[config.mk]
export PLATFORM = sky130hd
export DESIGN_NAME = lpsdc_core
export DESIGN_NICKNAME = d
export VERILOG_FILES = /design/src/rtl/lpsdc_pkg.sv /design/src/rtl/lpsdc_core.sv
export VERILOG_INCLUDE_DIRS = /design/src /design/src/rtl
export SDC_FILE = /design/constraint.sdc
export NUM_CORES = 1
export LEC_CHECK = 0
export BUFFER_PORTS_ARGS = -buffer_cell sky130_fd_sc_hd__buf_2
export CELL_PAD_IN_SITES_DETAIL_PLACEMENT = 1
export CELL_PAD_IN_SITES_GLOBAL_PLACEMENT = 2
export CORE_MARGIN = 4
export CORE_UTILIZATION = 35
export CTS_CLUSTER_DIAMETER = 80
export DETAILED_ROUTE_END_ITERATION = 6
export GPL_TIMING_DRIVEN = 1
export PLACE_DENSITY = 0.75
export SLEW_MARGIN = 20
export SYNTH_ARGS = -nofsm -noshare
export SYNTH_HDL_FRONTEND = slang
export SYNTH_SLANG_ARGS = --single-unit
export TNS_END_PERCENT = 5
[constraint.sdc]
create_clock -name core_clk -period 39.7 [get_ports core_clk]
set_input_delay 7.94 -clock core_clk [delete_from_list [all_inputs] [get_ports core_clk]]
set_output_delay 7.94 -clock core_clk [all_outputs]
set_load 0.03 [all_outputs]
[src/rtl/lpsdc_defines.svh]
`ifndef LPSDC_DEFINES_SVH
`define LPSDC_DEFINES_SVH

// ----------------------------------------------------------------------------
// Geometry
// ----------------------------------------------------------------------------
`define LPSDC_CHANNELS      16
`define LPSDC_PWM_BITS      12
`define LPSDC_PWM_SR_BITS   192
`define LPSDC_TRIM_BITS     6
`define LPSDC_TRIM_SR_BITS  96
`define LPSDC_STATUS_BITS   18
`define LPSDC_PWM_SR_LOW    174

// ----------------------------------------------------------------------------
// Timing counts
// ----------------------------------------------------------------------------
`define LPSDC_OPEN_SAMPLE   13'h0021
`define LPSDC_PWM_CNT_MAX   13'h1000

// ----------------------------------------------------------------------------
// Register map and fields
// ----------------------------------------------------------------------------
`define LPSDC_REG_CTRL      2'h0
`define LPSDC_REG_STATUS    2'h1
`define LPSDC_REG_COUNT     2'h2
`define LPSDC_REG_SINKS     2'h3
`define LPSDC_CTRL_BLANK    0
`define LPSDC_CTRL_RESET    1'h0

`endif

[src/rtl/lpsdc_pkg.sv]
package lpsdc_pkg;

  // Status word as it is loaded into the top of the pwm_level shift register.
  typedef struct packed {
    logic        heat_warning_flag;
    logic        overtemp_flag;
    logic [15:0] open_led_flag;
  } lpsdc_status_t;

  // Serial interface pins after synchronisation.
  typedef struct packed {
    logic serial_clk;
    logic serial_data_in;
    logic latch_strobe;
    logic correction_select;
    logic blank;
    logic pwm_count_clock;
  } lpsdc_pins_t;

endpackage

[src/rtl/lpsdc_core.sv]
// Functional notes
// - 192-bit pwm_level shift register and latch
// - Blanking high forces every sink off
// - On-time equals count period times value
// - Strobe updates pwm_level latch immediately
// - Select low: shift pwm_level MSB first
// - Strobe rise copies pwm_level shift register
// - 96-bit current_trim register and latch, 6-bit
// - Select high: shift current_trim MSB first
// - Strobe rise, select high: latch current_trim
// - 18-bit status_word shifts out serially
// - First clock after strobe falls loads status
// - Low 174 bits untouched by status load
// - Open flags update at 33rd count edge
// - Open flag checked only for lit channels
// - Values below 21h miss open LED
// - Overtemp flag set when drivers forced off
// - Warning flag set without forcing drivers off
// - Counter held zero while blanked, then counts
// - Nonzero channel on at first edge, off after
// - Overtemp latches off until next blank fall
//
// The placing of the registers and register access over Avalon-MM are this design's own decisions.
`timescale 1ns/1ns
`include "lpsdc_defines.svh"

module lpsdc_core
  import lpsdc_pkg::*;
(
  input  wire logic        core_clk,
  input  wire logic        rst,
  input  wire logic        serial_clk,
  input  wire logic        serial_data_in,
  input  wire logic        latch_strobe,
  input  wire logic        correction_select,
  input  wire logic        blank,
  input  wire logic        pwm_count_clock,
  input  wire logic [15:0] open_led_sense,
  input  wire logic        overtemp_sense,
  input  wire logic        heat_warning_sense,
  input  wire logic [3:0]  avs_address,
  input  wire logic        avs_read,
  input  wire logic        avs_write,
  input  wire logic [31:0] avs_writedata,
  input  wire logic [3:0]  avs_byteenable,
  output logic      [31:0] avs_readdata,
  output logic             avs_waitrequest,
  output logic             serial_data_out,
  output logic      [15:0] sink_on,
  output logic      [95:0] current_trim
);

  // --------------------------------------------------------------------------
  // Helper functions
  // --------------------------------------------------------------------------

  // Extracts the 12-bit channel_pwm_value of one channel from a 192-bit image.
  function automatic logic [11:0] chan_val(input logic [191:0] img, input int ch);
    chan_val = img[ch*`LPSDC_PWM_BITS +: `LPSDC_PWM_BITS];
  endfunction

  // Tells whether a channel is lit for a given counter value.
  function automatic logic chan_lit(input logic [12:0] cnt, input logic [11:0] val);
    chan_lit = (cnt != 13'h0000) && (cnt <= {1'b0, val});
  endfunction

  // --------------------------------------------------------------------------
  // Pin synchronisers
  // --------------------------------------------------------------------------
  lpsdc_pins_t pins_meta_q;
  lpsdc_pins_t pins_q;
  lpsdc_pins_t pins_prev_q;
  logic [17:0] sense_meta_q;
  logic [17:0] sense_q;

  // Two flops per pin; only the second stage is read by logic.
  always_ff @(posedge core_clk or posedge rst)
  begin
    if (rst)
    begin
      pins_meta_q  <= '0;
      pins_q       <= '0;
      sense_meta_q <= 18'h00000;
      sense_q      <= 18'h00000;
    end
    else
    begin
      pins_meta_q  <= {serial_clk, serial_data_in, latch_strobe,
                       correction_select, blank, pwm_count_clock};
      pins_q       <= pins_meta_q;
      sense_meta_q <= {heat_warning_sense, overtemp_sense, open_led_sense};
      sense_q      <= sense_meta_q;
    end
  end

  // Edge detector history, fed from the second synchroniser stage.
  always_ff @(posedge core_clk or posedge rst)
  begin
    if (rst)
    begin
      pins_prev_q <= '0;
    end
    else
    begin
      pins_prev_q <= pins_q;
    end
  end

  logic sclk_rise;
  logic strobe_rise;
  logic strobe_fall;
  logic count_rise;
  logic blank_eff;
  logic ctrl_blank_q;

  // Edge pulses and effective blanking, including the software blank bit.
  assign sclk_rise   = pins_q.serial_clk & ~pins_prev_q.serial_clk;
  assign strobe_rise = pins_q.latch_strobe & ~pins_prev_q.latch_strobe;
  assign strobe_fall = ~pins_q.latch_strobe & pins_prev_q.latch_strobe;
  assign count_rise  = pins_q.pwm_count_clock & ~pins_prev_q.pwm_count_clock;
  assign blank_eff   = pins_q.blank | ctrl_blank_q;

  // --------------------------------------------------------------------------
  // Status word
  // --------------------------------------------------------------------------
  lpsdc_status_t status_word;
  logic [15:0]   open_led_flag_q;

  // Thermal flags follow their sensors directly.
  assign status_word.heat_warning_flag = sense_q[17];
  assign status_word.overtemp_flag     = sense_q[16];
  assign status_word.open_led_flag     = open_led_flag_q;

  // --------------------------------------------------------------------------
  // Shift registers
  // --------------------------------------------------------------------------
  logic [191:0] pwm_sr_q;
  logic [95:0]  trim_sr_q;
  logic         status_pending_q;

  // A falling strobe arms the status load for the next serial clock edge.
  always_ff @(posedge core_clk or posedge rst)
  begin
    if (rst)
    begin
      status_pending_q <= 1'b0;
    end
    else if (strobe_fall)
    begin
      status_pending_q <= 1'b1;
    end
    else if (sclk_rise)
    begin
      status_pending_q <= 1'b0;
    end
  end

  // The pwm_level shift register shifts MSB first, or takes the status word.
  always_ff @(posedge core_clk or posedge rst)
  begin
    if (rst)
    begin
      pwm_sr_q <= '0;
    end
    else if (sclk_rise && status_pending_q)
    begin
      pwm_sr_q[191:`LPSDC_PWM_SR_LOW] <= status_word;
    end
    else if (sclk_rise && !pins_q.correction_select)
    begin
      pwm_sr_q <= {pwm_sr_q[190:0], pins_q.serial_data_in};
    end
  end

  // The current_trim shift register shifts MSB first while select is high.
  always_ff @(posedge core_clk or posedge rst)
  begin
    if (rst)
    begin
      trim_sr_q <= '0;
    end
    else if (sclk_rise && pins_q.correction_select)
    begin
      trim_sr_q <= {trim_sr_q[94:0], pins_q.serial_data_in};
    end
  end

  // Serial output carries the MSB of the register in use for daisy chaining.
  always_ff @(posedge core_clk or posedge rst)
  begin
    if (rst)
    begin
      serial_data_out <= 1'b0;
    end
    else if (pins_q.correction_select)
    begin
      serial_data_out <= trim_sr_q[95];
    end
    else
    begin
      serial_data_out <= pwm_sr_q[191];
    end
  end

  // --------------------------------------------------------------------------
  // Latches
  // --------------------------------------------------------------------------
  logic [191:0] pwm_latch_q;

  // The pwm_level latch updates at once, even mid display period.
  always_ff @(posedge core_clk or posedge rst)
  begin
    if (rst)
    begin
      pwm_latch_q <= '0;
    end
    else if (strobe_rise && !pins_q.correction_select)
    begin
      pwm_latch_q <= pwm_sr_q;
    end
  end

  // The current_trim latch loads only with select high.
  always_ff @(posedge core_clk or posedge rst)
  begin
    if (rst)
    begin
      current_trim <= '0;
    end
    else if (strobe_rise && pins_q.correction_select)
    begin
      current_trim <= trim_sr_q;
    end
  end

  // --------------------------------------------------------------------------
  // PWM counter and thermal cutoff
  // --------------------------------------------------------------------------
  logic [12:0] pwm_cnt_q;
  logic [12:0] pwm_cnt_next;
  logic        thermal_cutoff_q;

  // Next counter value; saturates past the top code so no channel relights.
  assign pwm_cnt_next = (pwm_cnt_q == `LPSDC_PWM_CNT_MAX) ? pwm_cnt_q : pwm_cnt_q + 13'h0001;

  // Counter held at zero while blanked, counts count clock edges otherwise.
  always_ff @(posedge core_clk or posedge rst)
  begin
    if (rst)
    begin
      pwm_cnt_q <= 13'h0000;
    end
    else if (blank_eff)
    begin
      pwm_cnt_q <= 13'h0000;
    end
    else if (count_rise)
    begin
      pwm_cnt_q <= pwm_cnt_next;
    end
  end

  // Cutoff latches on overtemp and releases only while blanked and cool.
  always_ff @(posedge core_clk or posedge rst)
  begin
    if (rst)
    begin
      thermal_cutoff_q <= 1'b0;
    end
    else if (status_word.overtemp_flag)
    begin
      thermal_cutoff_q <= 1'b1;
    end
    else if (blank_eff)
    begin
      thermal_cutoff_q <= 1'b0;
    end
  end

  // --------------------------------------------------------------------------
  // Sink drive and open-LED detection
  // --------------------------------------------------------------------------
  logic [15:0] lit;

  // A channel is lit from count 1 until the count passes its value.
  always_comb
  begin
    for (int ch = 0; ch < `LPSDC_CHANNELS; ch++)
    begin
      lit[ch] = chan_lit(pwm_cnt_q, chan_val(pwm_latch_q, ch));
    end
  end

  // Sinks are forced off while blanked or in thermal cutoff.
  always_ff @(posedge core_clk or posedge rst)
  begin
    if (rst)
    begin
      sink_on <= 16'h0000;
    end
    else if (blank_eff || thermal_cutoff_q || status_word.overtemp_flag)
    begin
      sink_on <= 16'h0000;
    end
    else
    begin
      sink_on <= lit;
    end
  end

  // At the 33rd count edge, lit channels report their sense unless in thermal cutoff; others read zero.
  always_ff @(posedge core_clk or posedge rst)
  begin
    if (rst)
    begin
      open_led_flag_q <= 16'h0000;
    end
    else if (count_rise && !blank_eff && pwm_cnt_next == `LPSDC_OPEN_SAMPLE)
    begin
      for (int ch = 0; ch < `LPSDC_CHANNELS; ch++)
      begin
        // Short values are already dark here and read zero.
        open_led_flag_q[ch] <= sense_q[ch] &&
          chan_lit(pwm_cnt_next, chan_val(pwm_latch_q, ch)) &&
          !thermal_cutoff_q;
      end
    end
  end

  // --------------------------------------------------------------------------
  // Avalon-MM slave
  // --------------------------------------------------------------------------
  logic [1:0] reg_index;
  logic       req_take;

  // Each request is answered after one wait cycle.
  assign reg_index = avs_address[3:2];
  assign req_take  = (avs_read | avs_write) & avs_waitrequest;

  // Waitrequest drops for exactly one cycle per request.
  always_ff @(posedge core_clk or posedge rst)
  begin
    if (rst)
    begin
      avs_waitrequest <= 1'b1;
    end
    else
    begin
      avs_waitrequest <= ~req_take;
    end
  end

  // Control register: bit 0 forces blanking from software.
  always_ff @(posedge core_clk or posedge rst)
  begin
    if (rst)
    begin
      ctrl_blank_q <= `LPSDC_CTRL_RESET;
    end
    else if (req_take && avs_write && reg_index == `LPSDC_REG_CTRL && avs_byteenable[0])
    begin
      ctrl_blank_q <= avs_writedata[`LPSDC_CTRL_BLANK];
    end
  end

  // Read data is registered; address bits 1:0 are ignored, so every offset reads one of the four registers.
  always_ff @(posedge core_clk or posedge rst)
  begin
    if (rst)
    begin
      avs_readdata <= 32'h00000000;
    end
    else if (req_take && avs_read)
    begin
      case (reg_index)
        `LPSDC_REG_CTRL:   avs_readdata <= {31'h00000000, ctrl_blank_q};
        `LPSDC_REG_STATUS: avs_readdata <= {14'h0000, status_word};
        `LPSDC_REG_COUNT:  avs_readdata <= {19'h00000, pwm_cnt_q};
        `LPSDC_REG_SINKS:  avs_readdata <= {15'h0000, thermal_cutoff_q, sink_on};
        default:           avs_readdata <= 32'h00000000;
      endcase
    end
  end

endmodule

==> flow_results.xml <==
<?xml version="1.0" encoding="UTF-8"?>
<metrics>
  <group name="run_status">
    <metric name="outcome" unit="">finished clean</metric>
  </group>
  <group name="setup_path">
    <metric name="timing.critical_path.arrival" unit="ps">10910</metric>
    <metric name="worst_setup_path_start_kind" unit="">primary input</metric>
    <metric name="endpoint_kind" unit="">async pin</metric>
    <metric name="reg2reg_slack" unit="ps">34360</metric>
    <metric name="crit_fanout" unit="">89</metric>
    <metric name="critPathKind" unit="">primary input to async pin</metric>
    <metric name="timing.critical_path.required" unit="ps">40400</metric>
    <metric name="rr_worst_depth" unit="">13</metric>
  </group>
  <group name="floorplanning">
    <metric name="die_h" unit="um">322</metric>
    <metric name="die_area" unit="um^2">104000</metric>
    <metric name="row_count" unit="">115</metric>
    <metric name="floorplan.io_pins" unit="">214</metric>
    <metric name="chipWidth" unit="um">322</metric>
    <metric name="initial_core_util" unit="%">35.2</metric>
    <metric name="coreArea" unit="um^2">98300</metric>
  </group>
  <group name="clock_tree">
    <metric name="cts_tree" unit="">built</metric>
    <metric name="insertion_delay" unit="ps">650</metric>
    <metric name="cts_setup_buffers" unit="">0</metric>
    <metric name="cts.reportedPaths.clkPinSlew" unit="ps">60</metric>
    <metric name="ctsHoldBuffers" unit="">0</metric>
    <metric name="cts.htree.levels" unit="">3</metric>
    <metric name="ctsRootBufferMaster" unit="">sky130_fd_sc_hd__clkbuf_16</metric>
    <metric name="post_cts_resize_count" unit="">0</metric>
    <metric name="clk_path_buf_depth" unit="">3</metric>
    <metric name="clkSinkCount" unit="">695</metric>
    <metric name="cts-buffers-inserted" unit="">83</metric>
  </group>
  <group name="synthesis">
    <metric name="synth-async-reset-ratio" unit="%">100</metric>
    <metric name="synth_edf_count" unit="">0</metric>
    <metric name="synth.avg_cell_area" unit="um^2">11.6</metric>
    <metric name="synth_flop_cell" unit="">sky130_fd_sc_hd__dfrtp_1</metric>
    <metric name="post_synth_inst_count" unit="">2991</metric>
    <metric name="yosysSeqAreaShare" unit="%">50.3</metric>
    <metric name="synthesis.area" unit="um^2">34600</metric>
    <metric name="synth.ff_latch_count" unit="">695</metric>
    <metric name="synth_warnings" unit="">0</metric>
    <metric name="synth_cell_types" unit="">63</metric>
  </group>
  <group name="grt">
    <metric name="gr-total-overflow" unit="">0</metric>
    <metric name="grt_antenna_before_repair" unit="">6</metric>
    <metric name="first_global_vias" unit="">24800</metric>
    <metric name="grt_first_pass_wirelength" unit="um">151000</metric>
    <metric name="grt_use_total" unit="%">18.8</metric>
    <metric name="grt_max_degree" unit="">154</metric>
  </group>
  <group name="placement">
    <metric name="place.detailed.hpwl" unit="um">62800</metric>
    <metric name="port_buffers" unit="">163</metric>
    <metric name="gp_routability_congestion" unit="">0.792</metric>
  </group>
  <group name="power_and_ir_drop">
    <metric name="static-leakage-power" unit="nW">19.8</metric>
    <metric name="cellPowerDensity" unit="nW/um^2">41.2</metric>
    <metric name="power.ir.vdd_worst" unit="mV">0.0442</metric>
  </group>
  <group name="min_path">
    <metric name="worstHoldPathCells" unit="">0</metric>
    <metric name="hp-class" unit="">flip-flop to flip-flop</metric>
  </group>
  <group name="finish">
    <metric name="final_util" unit="%">40.6</metric>
    <metric name="post_route_cells_drive_above_1_share" unit="%">24.0</metric>
    <metric name="finish.net_count" unit="">3628</metric>
    <metric name="layout.cells.most_common_list" unit="">sky130_fd_sc_hd__dfrtp_1, sky130_fd_sc_hd__mux2_2, sky130_fd_sc_hd__ha_1</metric>
    <metric name="most_common_cell_after_layout_fill_and_taps_aside" unit="">sky130_fd_sc_hd__dfrtp_1</metric>
    <metric name="syn2layout_area_growth" unit="%">15.2</metric>
  </group>
  <group name="sta">
    <metric name="timing.final.setup_violations" unit="">0</metric>
    <metric name="timing.final.crit_share" unit="%">25.7</metric>
    <metric name="timing_worst_slew_pin_value" unit="ps">1180</metric>
    <metric name="timing.hold.ws" unit="ps">344</metric>
    <metric name="rsz0062_at_grt" unit="">false</metric>
    <metric name="finalHoldViolations" unit="">0</metric>
    <metric name="fmaxAchievable" unit="MHz">98.0</metric>
    <metric name="maxSlewHeadroom" unit="%">21.5</metric>
    <metric name="skew" unit="ps">21.4</metric>
    <metric name="post-route-min-period" unit="ps">10200</metric>
    <metric name="aggregate_negative_setup_slack" unit="ps">0</metric>
    <metric name="max_slew_violations" unit="">0</metric>
  </group>
  <group name="routing">
    <metric name="routed_wire_length_per_instance" unit="um">21.3</metric>
    <metric name="remaining_drcs" unit="">0</metric>
    <metric name="postRouteWirelength" unit="um">96500</metric>
    <metric name="vias_per_inst" unit="">5.21</metric>
    <metric name="detail_route.first_pass.iterations" unit="">5</metric>
    <metric name="initialDrtViolationCount" unit="">1260</metric>
    <metric name="route.vias.total" unit="">23600</metric>
    <metric name="ant_nets" unit="">0</metric>
  </group>
  <group name="run">
    <metric name="number_of_violations_of_the_max_capacitance_limit" unit="">0</metric>
  </group>
</metrics>
## Yosys cell counts (3+ instances only)
library cell,count,area [um^2]
sky130_fd_sc_hd__o21ai_0,285,1430
sky130_fd_sc_hd__o31a_1,3,26.3
sky130_fd_sc_hd__and4_1,16,140
sky130_fd_sc_hd__dfrtp_1,694,17400
sky130_fd_sc_hd__a211oi_1,23,173
sky130_fd_sc_hd__nor3_1,31,155
sky130_fd_sc_hd__or3_1,6,37.5
sky130_fd_sc_hd__nand4b_1,10,87.6
sky130_fd_sc_hd__nor4_1,19,119
sky130_fd_sc_hd__mux2_2,402,4530
sky130_fd_sc_hd__a21oi_1,103,515
sky130_fd_sc_hd__o32ai_1,5,43.8
sky130_fd_sc_hd__xnor2_1,11,96.3
sky130_fd_sc_hd__nor2b_1,48,300
sky130_fd_sc_hd__a22oi_1,13,97.6
sky130_fd_sc_hd__mux2i_1,14,140
sky130_fd_sc_hd__buf_1,14,52.6
sky130_fd_sc_hd__clkbuf_1,88,330
sky130_fd_sc_hd__o21a_1,20,150
sky130_fd_sc_hd__xor2_1,6,52.6
sky130_fd_sc_hd__nand2_1,261,980
sky130_fd_sc_hd__nand3b_1,3,22.5
sky130_fd_sc_hd__buf_4,19,143
sky130_fd_sc_hd__nand2b_1,13,81.3
sky130_fd_sc_hd__o31ai_1,7,52.6
sky130_fd_sc_hd__buf_2,3,15.0
sky130_fd_sc_hd__ha_1,386,4830
sky130_fd_sc_hd__a21o_1,29,218
sky130_fd_sc_hd__or4_1,8,60.1
sky130_fd_sc_hd__nand3_1,38,190
sky130_fd_sc_hd__nor3b_1,7,52.6
sky130_fd_sc_hd__nand4_1,47,294
sky130_fd_sc_hd__o2111ai_1,11,96.3
sky130_fd_sc_hd__a221o_1,3,30.0
sky130_fd_sc_hd__nor2_1,45,169
sky130_fd_sc_hd__and3_1,11,68.8
sky130_fd_sc_hd__o211ai_1,13,97.6
sky130_fd_sc_hd__a31oi_1,11,68.8
sky130_fd_sc_hd__inv_1,217,815
sky130_fd_sc_hd__a222oi_1,18,180
## worst paths after layout
kind,start,end
worst min register to register,pins_meta_q[0]$_DFF_PP0_,pins_q[0]$_DFF_PP0_
worst max-delay path,rst,current_trim[85]$_DFFE_PP0P_
min in group asynchronous,rst,pwm_sr_q[104]$_DFFE_PP0P_
worst max register to register,pwm_cnt_q[1]$_DFFE_PP0P_,open_led_flag_q[9]$_DFFE_PP0P_
max in group core_clk,sink_on[4]$_DFF_PP0_,sink_on[4]
worst min-delay path,pins_meta_q[0]$_DFF_PP0_,pins_q[0]$_DFF_PP0_
## layer usage
layer / routed length (um) / global-route usage (%) / share of wire [%]
met5: 13 / 0 / 0.013
met4: 2260 / 4.80 / 2.3
met3: 5020 / 4.13 / 5.2
met2: 44300 / 30.6 / 46
met1: 44900 / 25.5 / 47
## sequential cells by signal, summed over array words and instances (netlist names), 13 cells and up
signal and cells:
avs_readdata 18, current_trim 96, open_led_flag_q 16, pwm_cnt_q 13, pwm_latch_q 192, pwm_sr_q 192, sense_meta_q 18, sense_q 18
sink_on 16, trim_sr_q 96
## where the power goes
group          internal [mW]  total [mW]  switching, mW
registers              0.726       0.739         0.0134
logic                 0.0414       0.121         0.0793
clock network          0.474       0.784          0.309
## critical path, stage by stage
cell                    delay, ps
sky130_fd_sc_hd__buf_2        130
sky130_fd_sc_hd__inv_8        440
sky130_fd_sc_hd__buf_4        750
sky130_fd_sc_hd__buf_4        790
sky130_fd_sc_hd__buf_4        680
## stage by stage
step	cell area, um^2	setup WS [ps]	total power, mW	cells
3_3_place_gp	37000	28630	0.871	4376
4_1_cts	39800	29350	1.67	4523
3_5_place_dp	37000	28630	0.874	4376
5_1_grt	39800	28960	1.72	4524
6_report	39900	29500	1.64	4528
2_1_floorplan	34600	12270	0.832	3004
## cells by family (layout without fill, tap and decap cells)
| logic type | Yosys count | after routing | synth area share, % |
|---|---|---|---|
| flops | 695 | 695 | 50.3 |
| other cells | 1 | 19 | 0.0108 |
| fa+ha+maj | 386 | 386 | 14.0 |
| xor+xnor | 17 | 17 | 0.430 |
| mux | 418 | 418 | 13.6 |
| buf+inv | 342 | 574 | 3.95 |
| simple gates | 575 | 575 | 8.30 |
| compound gates | 557 | 557 | 9.48 |
## final cells by class
cell class | count | area (um^2)
clock buffers | 107 | 2300
clock inverters | 40 | 504
repair buffers | 210 | 1200
fillers | 10600 | 58400
inverters | 217 | 822
multi-input cells | 1967 | 16000
well taps | 1287 | 1610
flip-flops and latches | 695 | 17400
diodes | 5 | 12.5
No activity file was read; power rests on OpenSTA's default activity.
